## src/hw/rdcr_pkg.sv

```systemverilog
// Constants shared by the receive data and clock recovery block.
// Assumes one crystal clock drives all logic of the block.
package rdcr_pkg;

    ////////////////////////////////////////////////////////////////////////
    localparam logic [7:0] OFS_CTRL  = 8'h00;
    localparam logic [7:0] OFS_DIV   = 8'h04;
    localparam logic [7:0] OFS_STAT  = 8'h08;
    localparam logic [7:0] OFS_MASK  = 8'h0C;
    localparam logic [7:0] OFS_STATE = 8'h10;

    localparam int CTRL_MODE_LSB  = 0;
    localparam int CTRL_TWO_BIT   = 2;
    localparam int CTRL_TCNT_LSB  = 3;
    localparam int DIV_D1_LSB     = 0;
    localparam int DIV_D2_LSB     = 2;
    localparam int DIV_D3_BIT     = 5;
    localparam int STAT_TRAIN_BIT = 0;
    localparam int STAT_SYNC_BIT  = 1;

    localparam logic [1:0] MODE_RST  = 2'h0;
    localparam logic       TWO_RST   = 1'h0;
    localparam logic [4:0] TCNT_RST  = 5'h00;
    localparam logic [1:0] D1_RST    = 2'h0;
    localparam logic [2:0] D2_RST    = 3'h0;
    localparam logic       D3_RST    = 1'h0;
    localparam logic [1:0] STAT_RST  = 2'h0;
    localparam logic [1:0] MASK_RST  = 2'h0;

    ////////////////////////////////////////////////////////////////////////
    localparam int         CLK_HZ      = 40000000;
    localparam logic [4:0] D3_LOW      = 5'h0F;
    localparam logic [4:0] D3_HIGH     = 5'h10;
    localparam int         DG_TAPS     = 7;
    localparam logic [2:0] DG_HIGH_MIN = 3'h5;
    localparam logic [2:0] DG_LOW_MAX  = 3'h2;
    localparam logic [6:0] TRAIN_BASE  = 7'h02;
    localparam logic [6:0] TRAIN_SAT   = 7'h7F;

    typedef enum logic [1:0] {
        RDCR_RAW,
        RDCR_DEGLITCH,
        RDCR_RECOVER,
        RDCR_TRAIN
    } rdcr_mode_e;

    // First rate divisor: code 0..3 selects 1, 5, 6 or 8.
    function automatic logic [3:0] rdcr_d1_value(input logic [1:0] code);
        unique case (code)
            2'h0: rdcr_d1_value = 4'h1;
            2'h1: rdcr_d1_value = 4'h5;
            2'h2: rdcr_d1_value = 4'h6;
            2'h3: rdcr_d1_value = 4'h8;
        endcase
    endfunction

endpackage

```

## src/hw/rdcr_div.sv

```systemverilog
// Oversampling divider: one sample enable every first times second divisor.
// Assumes divisor codes come from registers on the same clock.
`timescale 1ns/1ps
module rdcr_div
    import rdcr_pkg::*;
(
    input  wire logic       clk,
    input  wire logic       rst,
    input  wire logic [1:0] rate_divisor_first,
    input  wire logic [2:0] rate_divisor_second,
    output logic            sample_en,
    output logic            os_clk
);

    typedef struct packed {
        logic [10:0] cnt;
    } rdcr_div_s;

    rdcr_div_s   st_r;
    rdcr_div_s   st_nxt;
    logic [10:0] period;

    ////////////////////////////////////////////////////////////////////////
    always_comb begin
        period    = 11'({7'h00, rdcr_d1_value(rate_divisor_first)} << rate_divisor_second);
        st_nxt    = st_r;
        sample_en = (st_r.cnt >= period - 11'h001);
        os_clk    = (st_r.cnt < (period >> 1));
        if (sample_en) begin
            st_nxt.cnt = 11'h000;
        end else begin
            st_nxt.cnt = st_r.cnt + 11'h001;
        end
    end

    always_ff @(posedge clk or posedge rst) begin
        if (rst) begin
            st_r <= '0;
        end else begin
            st_r <= st_nxt;
        end
    end

endmodule

```

## src/hw/rdcr_dglt.sv

```systemverilog
// Majority deglitch filter over the latest samples of the slicer bit.
// Assumes the input is already synchronised to the clock.
`timescale 1ns/1ps
module rdcr_dglt
    import rdcr_pkg::*;
#(
    parameter int TAPS = DG_TAPS
)(
    input  wire logic clk,
    input  wire logic rst,
    input  wire logic sample_en,
    input  wire logic din,
    output logic      dout
);

    typedef struct packed {
        logic [TAPS-1:0] sh;
        logic            q;
    } rdcr_dglt_s;

    rdcr_dglt_s      st_r;
    rdcr_dglt_s      st_nxt;
    logic [TAPS-1:0] shifted;
    logic [2:0]      ones;

    function automatic logic [2:0] count_ones(input logic [TAPS-1:0] v);
        logic [2:0] n;
        n = 3'h0;
        for (int i = 0; i < TAPS; i++) begin
            n = n + 3'(v[i]);
        end
        return n;
    endfunction

    ////////////////////////////////////////////////////////////////////////
    always_comb begin
        st_nxt  = st_r;
        shifted = {st_r.sh[TAPS-2:0], din};
        ones    = count_ones(shifted);
        if (sample_en) begin
            st_nxt.sh = shifted;
            if (ones >= DG_HIGH_MIN) begin
                st_nxt.q = 1'b1;
            end else if (ones <= DG_LOW_MAX) begin
                st_nxt.q = 1'b0;
            end
        end
        dout = st_r.q;
    end

    always_ff @(posedge clk or posedge rst) begin
        if (rst) begin
            st_r <= '0;
        end else begin
            st_r <= st_nxt;
        end
    end

endmodule

```

## src/hw/rdcr_top.sv

```systemverilog
// Receive data recovery: raw, deglitched, clock recovered and self train
// modes, with a small register port, sticky event status and an interrupt.
// Assumes the slicer bit arrives asynchronously on a pin and the register
// master runs on the same crystal clock.
`timescale 1ns/1ps

// Behaviour
// A two-bit mode field picks raw, deglitch, clock recovery or self train.
// Raw mode passes the slicer bit through and holds bit clock and flag low.
// Deglitch sampling runs at the crystal rate over first times second divisor.
// The filter goes high on five of seven high samples, low on two or fewer, else holds.
// Deglitch mode outputs filtered data with the oversampling clock, flag low.
// Clock recovery aligns a bit clock to deglitched data edges, flag low.
// Recovered data changes on the falling edge of the bit clock.
// The controller captures data on each rising edge of the bit clock.
// The bit clock stays low after reset until the first data edge is seen.
// The sender keeps runs of equal bits below 250000 over the rate error in ppm.
// The pattern bit selects alternating single bits or alternating bit pairs.
// After enough training bits the flag pulses one bit period at the first other bit.
// The minimum training length is four times the count field plus pattern bit plus two.
// Recovery and training logic reinitialise themselves without any command.
// The rising edge of the bit clock sits at the centre of each data bit.
// Bit rate is the crystal rate over divisors 1/5/6/8, powers of two to 128, and 15/16.
// Divisors, mode, pattern bit and training count are static register settings.
module rdcr_top
    import rdcr_pkg::*;
(
    input  wire logic        REF_CLK,
    input  wire logic        RST,
    input  wire logic        SLICER_IN,
    input  wire logic [7:0]  ADDR,
    input  wire logic [31:0] WDATA,
    input  wire logic        WR,
    input  wire logic        RD,
    output logic      [31:0] RDATA,
    output logic             RX_DATA,
    output logic             RECOVERED_BIT_CLOCK,
    output logic             TRAIN_END_FLAG,
    output logic             IRQ
);

    typedef struct packed {
        logic        sync1;
        logic        sync2;
        rdcr_mode_e  receive_mode_select;
        logic        two;
        logic [4:0]  training_length_count;
        logic [1:0]  d1_code;
        logic [2:0]  d2_exp;
        logic        d3_sel;
        logic [1:0]  stat;
        logic [1:0]  mask;
        logic [31:0] rdata;
        rdcr_mode_e  mode_prev;
        logic        dg_prev;
        logic        seen;
        logic [4:0]  ph;
        logic        mid_bit;
        logic        prev1;
        logic        prev2;
        logic [6:0]  tcnt;
        logic        pend;
        logic        rx_out;
        logic        clk_out;
        logic        flag_out;
    } rdcr_top_s;

    rdcr_top_s  st_r;
    rdcr_top_s  st_nxt;

    logic       sample_en;
    logic       os_clk;
    logic       dg_bit;

    logic       active;
    logic       restart;
    logic       dg_edge;
    logic       boundary;
    logic       rise;
    logic       expected;
    logic       new_bit;
    logic       train_evt;
    logic       sync_evt;
    logic [4:0] d3v;
    logic [4:0] half;
    logic [4:0] last;
    logic [6:0] tmin;

    ////////////////////////////////////////////////////////////////////////
    // Rate divider and deglitch filter.

    rdcr_div u_div (
        .clk                 (REF_CLK),
        .rst                 (RST),
        .rate_divisor_first  (st_r.d1_code),
        .rate_divisor_second (st_r.d2_exp),
        .sample_en           (sample_en),
        .os_clk              (os_clk)
    );

    rdcr_dglt #(
        .TAPS (DG_TAPS)
    ) u_dglt (
        .clk       (REF_CLK),
        .rst       (RST),
        .sample_en (sample_en),
        .din       (st_r.sync2),
        .dout      (dg_bit)
    );

    ////////////////////////////////////////////////////////////////////////
    // Expected next training bit for single or paired alternation.

    function automatic logic train_expect(
        input logic pairs,
        input logic p1,
        input logic p2
    );
        if (!pairs) begin
            train_expect = ~p1;
        end else if (p1 == p2) begin
            train_expect = ~p1;
        end else begin
            train_expect = p1;
        end
    endfunction

    ////////////////////////////////////////////////////////////////////////
    // Bit clock level: high over the second half of each recovered bit.

    function automatic logic bit_clock_level(
        input logic       synced,
        input logic [4:0] phase,
        input logic [4:0] centre
    );
        bit_clock_level = synced && (phase >= centre);
    endfunction

    ////////////////////////////////////////////////////////////////////////
    // Read multiplexer for the register port.

    function automatic logic [31:0] read_word(
        input rdcr_top_s s,
        input logic [7:0] a
    );
        logic [31:0] w;
        w = 32'h0000_0000;
        unique case (a)
            OFS_CTRL: begin
                w[CTRL_MODE_LSB +: 2] = s.receive_mode_select;
                w[CTRL_TWO_BIT]       = s.two;
                w[CTRL_TCNT_LSB +: 5] = s.training_length_count;
            end
            OFS_DIV: begin
                w[DIV_D1_LSB +: 2] = s.d1_code;
                w[DIV_D2_LSB +: 3] = s.d2_exp;
                w[DIV_D3_BIT]      = s.d3_sel;
            end
            OFS_STAT: begin
                w[1:0] = s.stat;
            end
            OFS_MASK: begin
                w[1:0] = s.mask;
            end
            OFS_STATE: begin
                w[0]    = s.seen;
                w[1]    = s.rx_out;
                w[2]    = s.dg_prev;
                w[9:3]  = s.tcnt;
            end
            default: begin
                w = 32'h0000_0000;
            end
        endcase
        return w;
    endfunction

    ////////////////////////////////////////////////////////////////////////
    always_comb begin
        st_nxt       = st_r;
        // The slicer pin is asynchronous, so logic reads only the second stage.
        st_nxt.sync1 = SLICER_IN;
        st_nxt.sync2 = st_r.sync1;

        d3v      = st_r.d3_sel ? D3_HIGH : D3_LOW;
        half     = d3v >> 1;
        last     = d3v - 5'h01;
        tmin     = 7'({st_r.training_length_count, 2'b00}) + 7'(st_r.two) + TRAIN_BASE;
        active   = (st_r.receive_mode_select == RDCR_RECOVER) ||
                   (st_r.receive_mode_select == RDCR_TRAIN);
        restart  = (st_r.receive_mode_select != st_r.mode_prev);
        dg_edge  = sample_en && (dg_bit != st_r.dg_prev);
        boundary = 1'b0;
        rise     = 1'b0;
        new_bit  = st_r.mid_bit;
        expected = train_expect(st_r.two, st_r.prev1, st_r.prev2);
        train_evt = 1'b0;
        sync_evt  = 1'b0;

        st_nxt.mode_prev = st_r.receive_mode_select;
        if (sample_en) begin
            st_nxt.dg_prev = dg_bit;
        end

        // Register port.
        // One strobe per cycle; read data stand one cycle and are zero otherwise.
        st_nxt.rdata = 32'h0000_0000;
        if (WR) begin
            unique case (ADDR)
                OFS_CTRL: begin
                    st_nxt.receive_mode_select   = rdcr_mode_e'(WDATA[CTRL_MODE_LSB +: 2]);
                    st_nxt.two                   = WDATA[CTRL_TWO_BIT];
                    st_nxt.training_length_count = WDATA[CTRL_TCNT_LSB +: 5];
                end
                OFS_DIV: begin
                    st_nxt.d1_code = WDATA[DIV_D1_LSB +: 2];
                    st_nxt.d2_exp  = WDATA[DIV_D2_LSB +: 3];
                    st_nxt.d3_sel  = WDATA[DIV_D3_BIT];
                end
                OFS_STAT: begin
                    st_nxt.stat = st_r.stat & ~WDATA[1:0];
                end
                OFS_MASK: begin
                    st_nxt.mask = WDATA[1:0];
                end
                default: begin
                end
            endcase
        end
        if (RD) begin
            st_nxt.rdata = read_word(st_r, ADDR);
        end

        // Bit clock recovery: phase counts sample enables across one bit.
        if (!active || restart) begin
            st_nxt.seen = 1'b0;
            st_nxt.ph   = 5'h00;
            st_nxt.tcnt = 7'h00;
            st_nxt.pend = 1'b0;
        end else if (sample_en) begin
            if (dg_edge) begin
                st_nxt.ph = 5'h00;
                st_nxt.seen = 1'b1;
                sync_evt = !st_r.seen;
                boundary = st_r.seen && (st_r.ph >= half);
            end else if (st_r.ph >= last) begin
                st_nxt.ph = 5'h00;
                boundary  = st_r.seen;
            end else begin
                st_nxt.ph = st_r.ph + 5'h01;
                rise      = st_r.seen && (st_r.ph + 5'h01 == half);
            end
        end

        // Data is taken at the bit centre and shown at the next bit start.
        if (rise) begin
            st_nxt.mid_bit = dg_bit;
        end
        if (boundary) begin
            st_nxt.rx_out = new_bit;
            st_nxt.prev1  = new_bit;
            st_nxt.prev2  = st_r.prev1;
        end

        // Training sequence end detection.
        if (boundary && (st_r.receive_mode_select == RDCR_TRAIN)) begin
            if ((st_r.tcnt == 7'h00) || (new_bit == expected)) begin
                if (st_r.tcnt != TRAIN_SAT) begin
                    st_nxt.tcnt = st_r.tcnt + 7'h01;
                end
            end else begin
                // The odd bit may open a new training run, so counting restarts at one.
                st_nxt.pend = (st_r.tcnt >= tmin);
                st_nxt.tcnt = 7'h01;
            end
        end
        if (rise) begin
            st_nxt.flag_out = st_r.pend &&
                              (st_r.receive_mode_select == RDCR_TRAIN);
            train_evt       = st_nxt.flag_out;
            st_nxt.pend     = 1'b0;
        end

        // Output selection per mode.
        unique case (st_r.receive_mode_select)
            RDCR_RAW: begin
                st_nxt.rx_out   = st_r.sync2;
                st_nxt.clk_out  = 1'b0;
                st_nxt.flag_out = 1'b0;
            end
            RDCR_DEGLITCH: begin
                st_nxt.rx_out   = dg_bit;
                st_nxt.clk_out  = os_clk;
                st_nxt.flag_out = 1'b0;
            end
            RDCR_RECOVER: begin
                st_nxt.clk_out  = bit_clock_level(st_nxt.seen, st_nxt.ph, half);
                st_nxt.flag_out = 1'b0;
            end
            RDCR_TRAIN: begin
                st_nxt.clk_out  = bit_clock_level(st_nxt.seen, st_nxt.ph, half);
            end
        endcase
        // A mode change forces the clock low so no edge of the old mode reaches the controller.
        if (restart) begin
            st_nxt.clk_out  = 1'b0;
            st_nxt.flag_out = 1'b0;
        end

        // Events are applied after the clear so a set wins.
        if (train_evt) begin
            st_nxt.stat[STAT_TRAIN_BIT] = 1'b1;
        end
        if (sync_evt) begin
            st_nxt.stat[STAT_SYNC_BIT] = 1'b1;
        end
    end

    ////////////////////////////////////////////////////////////////////////
    always_ff @(posedge REF_CLK or posedge RST) begin
        if (RST) begin
            st_r                       <= '0;
            st_r.receive_mode_select   <= rdcr_mode_e'(MODE_RST);
            st_r.mode_prev             <= rdcr_mode_e'(MODE_RST);
            st_r.two                   <= TWO_RST;
            st_r.training_length_count <= TCNT_RST;
            st_r.d1_code               <= D1_RST;
            st_r.d2_exp                <= D2_RST;
            st_r.d3_sel                <= D3_RST;
            st_r.stat                  <= STAT_RST;
            st_r.mask                  <= MASK_RST;
        end else begin
            st_r <= st_nxt;
        end
    end

    ////////////////////////////////////////////////////////////////////////
    assign RDATA               = st_r.rdata;
    assign RX_DATA             = st_r.rx_out;
    assign RECOVERED_BIT_CLOCK = st_r.clk_out;
    assign TRAIN_END_FLAG      = st_r.flag_out;
    assign IRQ                 = |(st_r.stat & st_r.mask);

endmodule

```

## config.mk

```make
export PLATFORM = sky130hd
export DESIGN_NAME = rdcr_top
export DESIGN_NICKNAME = d
export VERILOG_FILES = /design/src/hw/rdcr_pkg.sv /design/src/hw/rdcr_div.sv /design/src/hw/rdcr_dglt.sv /design/src/hw/rdcr_top.sv
export SDC_FILE = /design/constraint.sdc
export NUM_CORES = 1
export LEC_CHECK = 0
export ABC_CLOCK_PERIOD_IN_PS = 5590
export BUFFER_PORTS_ARGS = -buffer_cell sky130_fd_sc_hd__buf_2
export CORE_ASPECT_RATIO = 0.6
export CORE_UTILIZATION = 56
export CTS_BUF_LIST = sky130_fd_sc_hd__clkbuf_2 sky130_fd_sc_hd__clkbuf_4 sky130_fd_sc_hd__clkbuf_8
export DETAILED_ROUTE_END_ITERATION = 6
export HOLD_SLACK_MARGIN = 0.12
export PLACE_DENSITY = 0.84
export SYNTH_ARGS = -nofsm -noshare
export SYNTH_HDL_FRONTEND = slang
export SYNTH_SLANG_ARGS = --single-unit
```

## constraint.sdc

```tcl
create_clock -name REF_CLK -period 5.59 [get_ports REF_CLK]
set_input_delay 0.2795 -clock REF_CLK [delete_from_list [all_inputs] [get_ports REF_CLK]]
set_output_delay 0.2795 -clock REF_CLK [all_outputs]
set_load 0.05 [all_outputs]
```

==> impl_metrics.py <==
metrics = {
    "run_status": {
        "status": "finished, final reports clean",
    },
    "global_routing": {
        "grt.overflow.total": 0,
        "grt_max_degree": 72,
        "antenna_found_initial": 0,
        "grt_pass1_vias": 3617,
        "grt_pass1_wl_um": 18400,
        "grt_usage_pct": 27.1,
    },
    "final_layout": {
        "nets": 633,
        "most-common-layout-cells": "71 x dfrtp_1, 43 x ha_1, 42 x nand2_1, 41 x nor2_1, 34 x buf_2",
        "layout_commonest_cell": "dfrtp_1",
        "drive_above_1_share_pct": 16.5,
        "post-route-util_pct": 64.1,
        "final-seq-area_mm2": 0.00178,
        "num_antenna_cells": 0,
        "fillers": 672,
        "area_growth_pct": 6.90,
        "multi_input_area_mm2": 0.00281,
    },
    "route": {
        "post_drt_via_cell_ratio": 6.18,
        "routed_wirelength_um": 11600,
        "drtAntennaViolNets": 0,
        "dr.pass1.iters": 7,
        "drt_iter0_markers": 633,
        "route.detailed.drc": 0,
        "routedWlPerCell_um": 17.8,
        "vias": 4043,
    },
    "power_and_ir_drop": {
        "p_leak_uw": 0.00244,
        "power_density_mw_per_mm2": 303,
        "ir_drop_v": 0.000219,
    },
    "clocking": {
        "clk_pin_slew_worst_paths_ps": 90,
        "cts.sinks": 71,
        "postCtsSetupBuffers": 0,
        "cts_tree": "built",
        "cts-buffers-inserted": 9,
        "clock_latency_ps": 370,
        "root_buffer": "clkbuf_8",
        "cts_htree_levels": 3,
        "cts.path.max_buffers": 2,
    },
    "setup_path": {
        "end_kind": "register",
        "crit_top_cell": "ha_1",
        "crit_type": "reg2reg",
        "worstPathRequired_ps": 5850,
        "r2r-end": "RECOVERED_BIT_CLOCK$_DFF_PP0_",
        "cp_slowest_cell": "mux4_2",
        "r2r_slack_ps": 350,
        "path_max_fanout": 5,
        "max_stage_delay_ps": 540,
        "reg2reg_from": "st_r[64]$_DFFE_PP0P_",
        "worstPathArrival_ps": 5500,
        "crit_chain": "inv_1 > ha_1 > or2_2 > mux4_2 > inv_1 > and3_1 > nand2_1 > xnor2_1 > ha_1 > a211oi_1 > nor2_1 > or3_1 > nor3_1 > a21oi_1 > nand2b_1 > ha_1 > nand2b_1 > a21oi_1 > o21ai_1 > a211oi_1 > a221oi_1 > o21a_1",
        "timing.reg2reg.worst_path_depth": 22,
        "cp_top_family": "simple AND/OR/NAND/NOR gates",
        "cp-start-kind": "register",
        "cp_num_buf_inv": 2,
    },
    "die": {
        "die_y_um": 74.4,
        "dieArea_mm2": 0.00913,
        "ioPinCount": 81,
        "core_area_mm2": 0.00816,
        "num_rows": 25,
        "die_w_um": 123,
        "start_util_pct": 60.0,
    },
    "placement": {
        "portBuffers": 34,
        "hpwl_um": 8710,
        "globalplace.congestion": 0.925,
    },
    "logic_synthesis": {
        "synth-seq-cells": 71,
        "yosys.area_share.xor_xnor_pct": 3.76,
        "yosys.area_share.simple_pct": 18.2,
        "synth.area.mux_share_pct": 6.60,
        "syn_inst": 515,
        "synth-edff-count": 0,
        "yosysWarnings": 0,
        "ys_seq_area_share_pct": 36.3,
        "synth_top_family_by_area": "simple AND/OR/NAND/NOR gates",
        "syn-cell-area_mm2": 0.00489,
        "syn_area_per_cell_um2": 9.50,
        "async_flop_share_pct": 100,
        "ys_types": 65,
        "synth-main-ff-cell": "dfrtp_1",
        "synthAdderAreaFrac_pct": 12.6,
        "synth_compound_area_share_pct": 14.5,
    },
    "min_path": {
        "worstHoldEndpoint": "st_r[68]$_DFFE_PP0P_",
        "hold_depth": 2,
        "min_path_type": "in2reg",
        "hp-start": "WDATA[6]",
    },
    "timing": {
        "clock_skew_ps": 14.4,
        "tightest_slew_ps": 933,
        "finalCritPeriodShare_pct": 93.8,
        "whs_ps": 158,
        "slew_headroom_pct": 37.3,
        "fin_setup_tns_ps": 0,
        "fmax_mhz": 191,
        "finalMaxSlewViolations": 0,
        "rsz0062_at_grt": "no",
        "min_period_ps": 5240,
        "setup_violations": 0,
        "hold_viol_final": 0,
    },
    "run": {
        "maxCapViolations": 0,
    },
}
stage by stage:
step	total power (uW)	instance area (um2)	cells	worst slack (ps)
4_1_cts	1590	5230	654	334
2_1_floorplan	1020	4970	536	989
3_3_place_gp	1110	5020	637	540
6_report	1590	5230	654	347
5_1_grt	1690	5230	654	94.1
3_5_place_dp	1150	5020	637	376
logic make-up after synthesis:
kind of cell	count (synthesis)
simple gates	178
compound gates	101
flops	71
buf+inv	70
fa+ha+maj	47
mux	26
xor+xnor	21
other cells	1
worst register-to-register path, delay by kind of cell, from the launching register on:
family | cells | cell delay, ps
AOI/OAI and AO/OA | 7 | 1100
xor gates and xnor gates | 1 | 220
adders and majority gates | 3 | 800
buffers and inverters | 2 | 240
DFF | 1 | 450
muxes | 1 | 540
and+or+nand+nor | 8 | 1790
how the worst max path moves through the flow:
| stage | slack, ps | end | cells after the start | start |
|---|---|---|---|---|
| 2_1_floorplan | 990 | RECOVERED_BIT_CLOCK$_DFF_PP0_ | 23 | st_r[63]$_DFFE_PP0P_ |
| 3_3_place_gp | 540 | RECOVERED_BIT_CLOCK$_DFF_PP0_ | 20 | st_r[63]$_DFFE_PP0P_ |
| 3_5_place_dp | 380 | RECOVERED_BIT_CLOCK$_DFF_PP0_ | 22 | st_r[64]$_DFFE_PP0P_ |
| 4_1_cts | 330 | RECOVERED_BIT_CLOCK$_DFF_PP0_ | 22 | st_r[64]$_DFFE_PP0P_ |
| 5_1_grt | 90 | RECOVERED_BIT_CLOCK$_DFF_PP0_ | 22 | st_r[63]$_DFFE_PP0P_ |
| 6_report | 350 | RECOVERED_BIT_CLOCK$_DFF_PP0_ | 22 | st_r[64]$_DFFE_PP0P_ |
area by class of cell:
cell class | instances | area share [%]
multi-input combinational | 395 | 53.6
sequential | 71 | 34.0
timing repair buffer | 40 | 4.16
clock buffer | 10 | 2.63
tap | 108 | 2.58
inverter | 24 | 1.72
clock inverter | 6 | 1.32
registers in the layout, indices dropped and copies added (netlist names):
register and flops:
u_div.st_r 11, u_dglt.dout 1, TRAIN_END_FLAG 1, u_dglt.shifted 6, RECOVERED_BIT_CLOCK 1, RX_DATA 1, RDATA 10, st_nxt 3
new_bit 1, st_r 36
per-layer routing:
metal | track usage, % | wire length (um) | vias up
li1 | - | - | 1854
met1 | 40.5 | 5380 | 1960
met2 | 38.3 | 4960 | 212
met3 | 7.13 | 1170 | 17
met4 | 7.86 | 127 | 0
met5 | 0 | 0 | -
where the power goes:
| group | switching (uW) | leakage, uW | internal (uW) |
|---|---|---|---|
| Sequential | 49.9 | 0.000964 | 557 |
| Combinational | 336 | 0.00137 | 206 |
| Clock | 216 | 0.000103 | 220 |
| Total | 602 | 0.00244 | 983 |
cell usage after synthesis, types with 3 or more instances:
cell / count / area [um2]
o21ai_0: 24 / 120
or2_2: 3 / 18.8
and3_1: 12 / 75.1
inv_1: 24 / 90.1
nor3_1: 16 / 80.1
mux2i_1: 3 / 30.0
a31oi_1: 5 / 31.3
a222oi_1: 4 / 40.0
nand2b_1: 6 / 37.5
xnor2_1: 10 / 87.6
mux4_2: 3 / 67.6
and2_1: 3 / 18.8
a22oi_1: 5 / 37.5
nand4_1: 7 / 43.8
ha_1: 43 / 538
buf_4: 32 / 240
buf_2: 5 / 25.0
nand2_1: 42 / 158
nor2_1: 41 / 154
fa_1: 4 / 80.1
clkbuf_1: 7 / 26.3
nand3b_1: 4 / 30.0
nor2b_1: 7 / 43.8
nand3_1: 22 / 110
o211ai_1: 4 / 30.0
a32o_1: 4 / 40.0
mux2_2: 20 / 225
dfrtp_1: 71 / 1780
xor2_1: 11 / 96.3
a21oi_1: 22 / 110
a211oi_1: 6 / 45.0
or3_1: 3 / 18.8
o21a_1: 3 / 22.5
what timing repair did:
item,4_1_cts,5_1_grt
gates resized for setup,0,1
hold endpoints to repair,1,0
endpoints found under the setup margin,0,1
hold buffers,1,0
(Power assumes the default switching activity.)
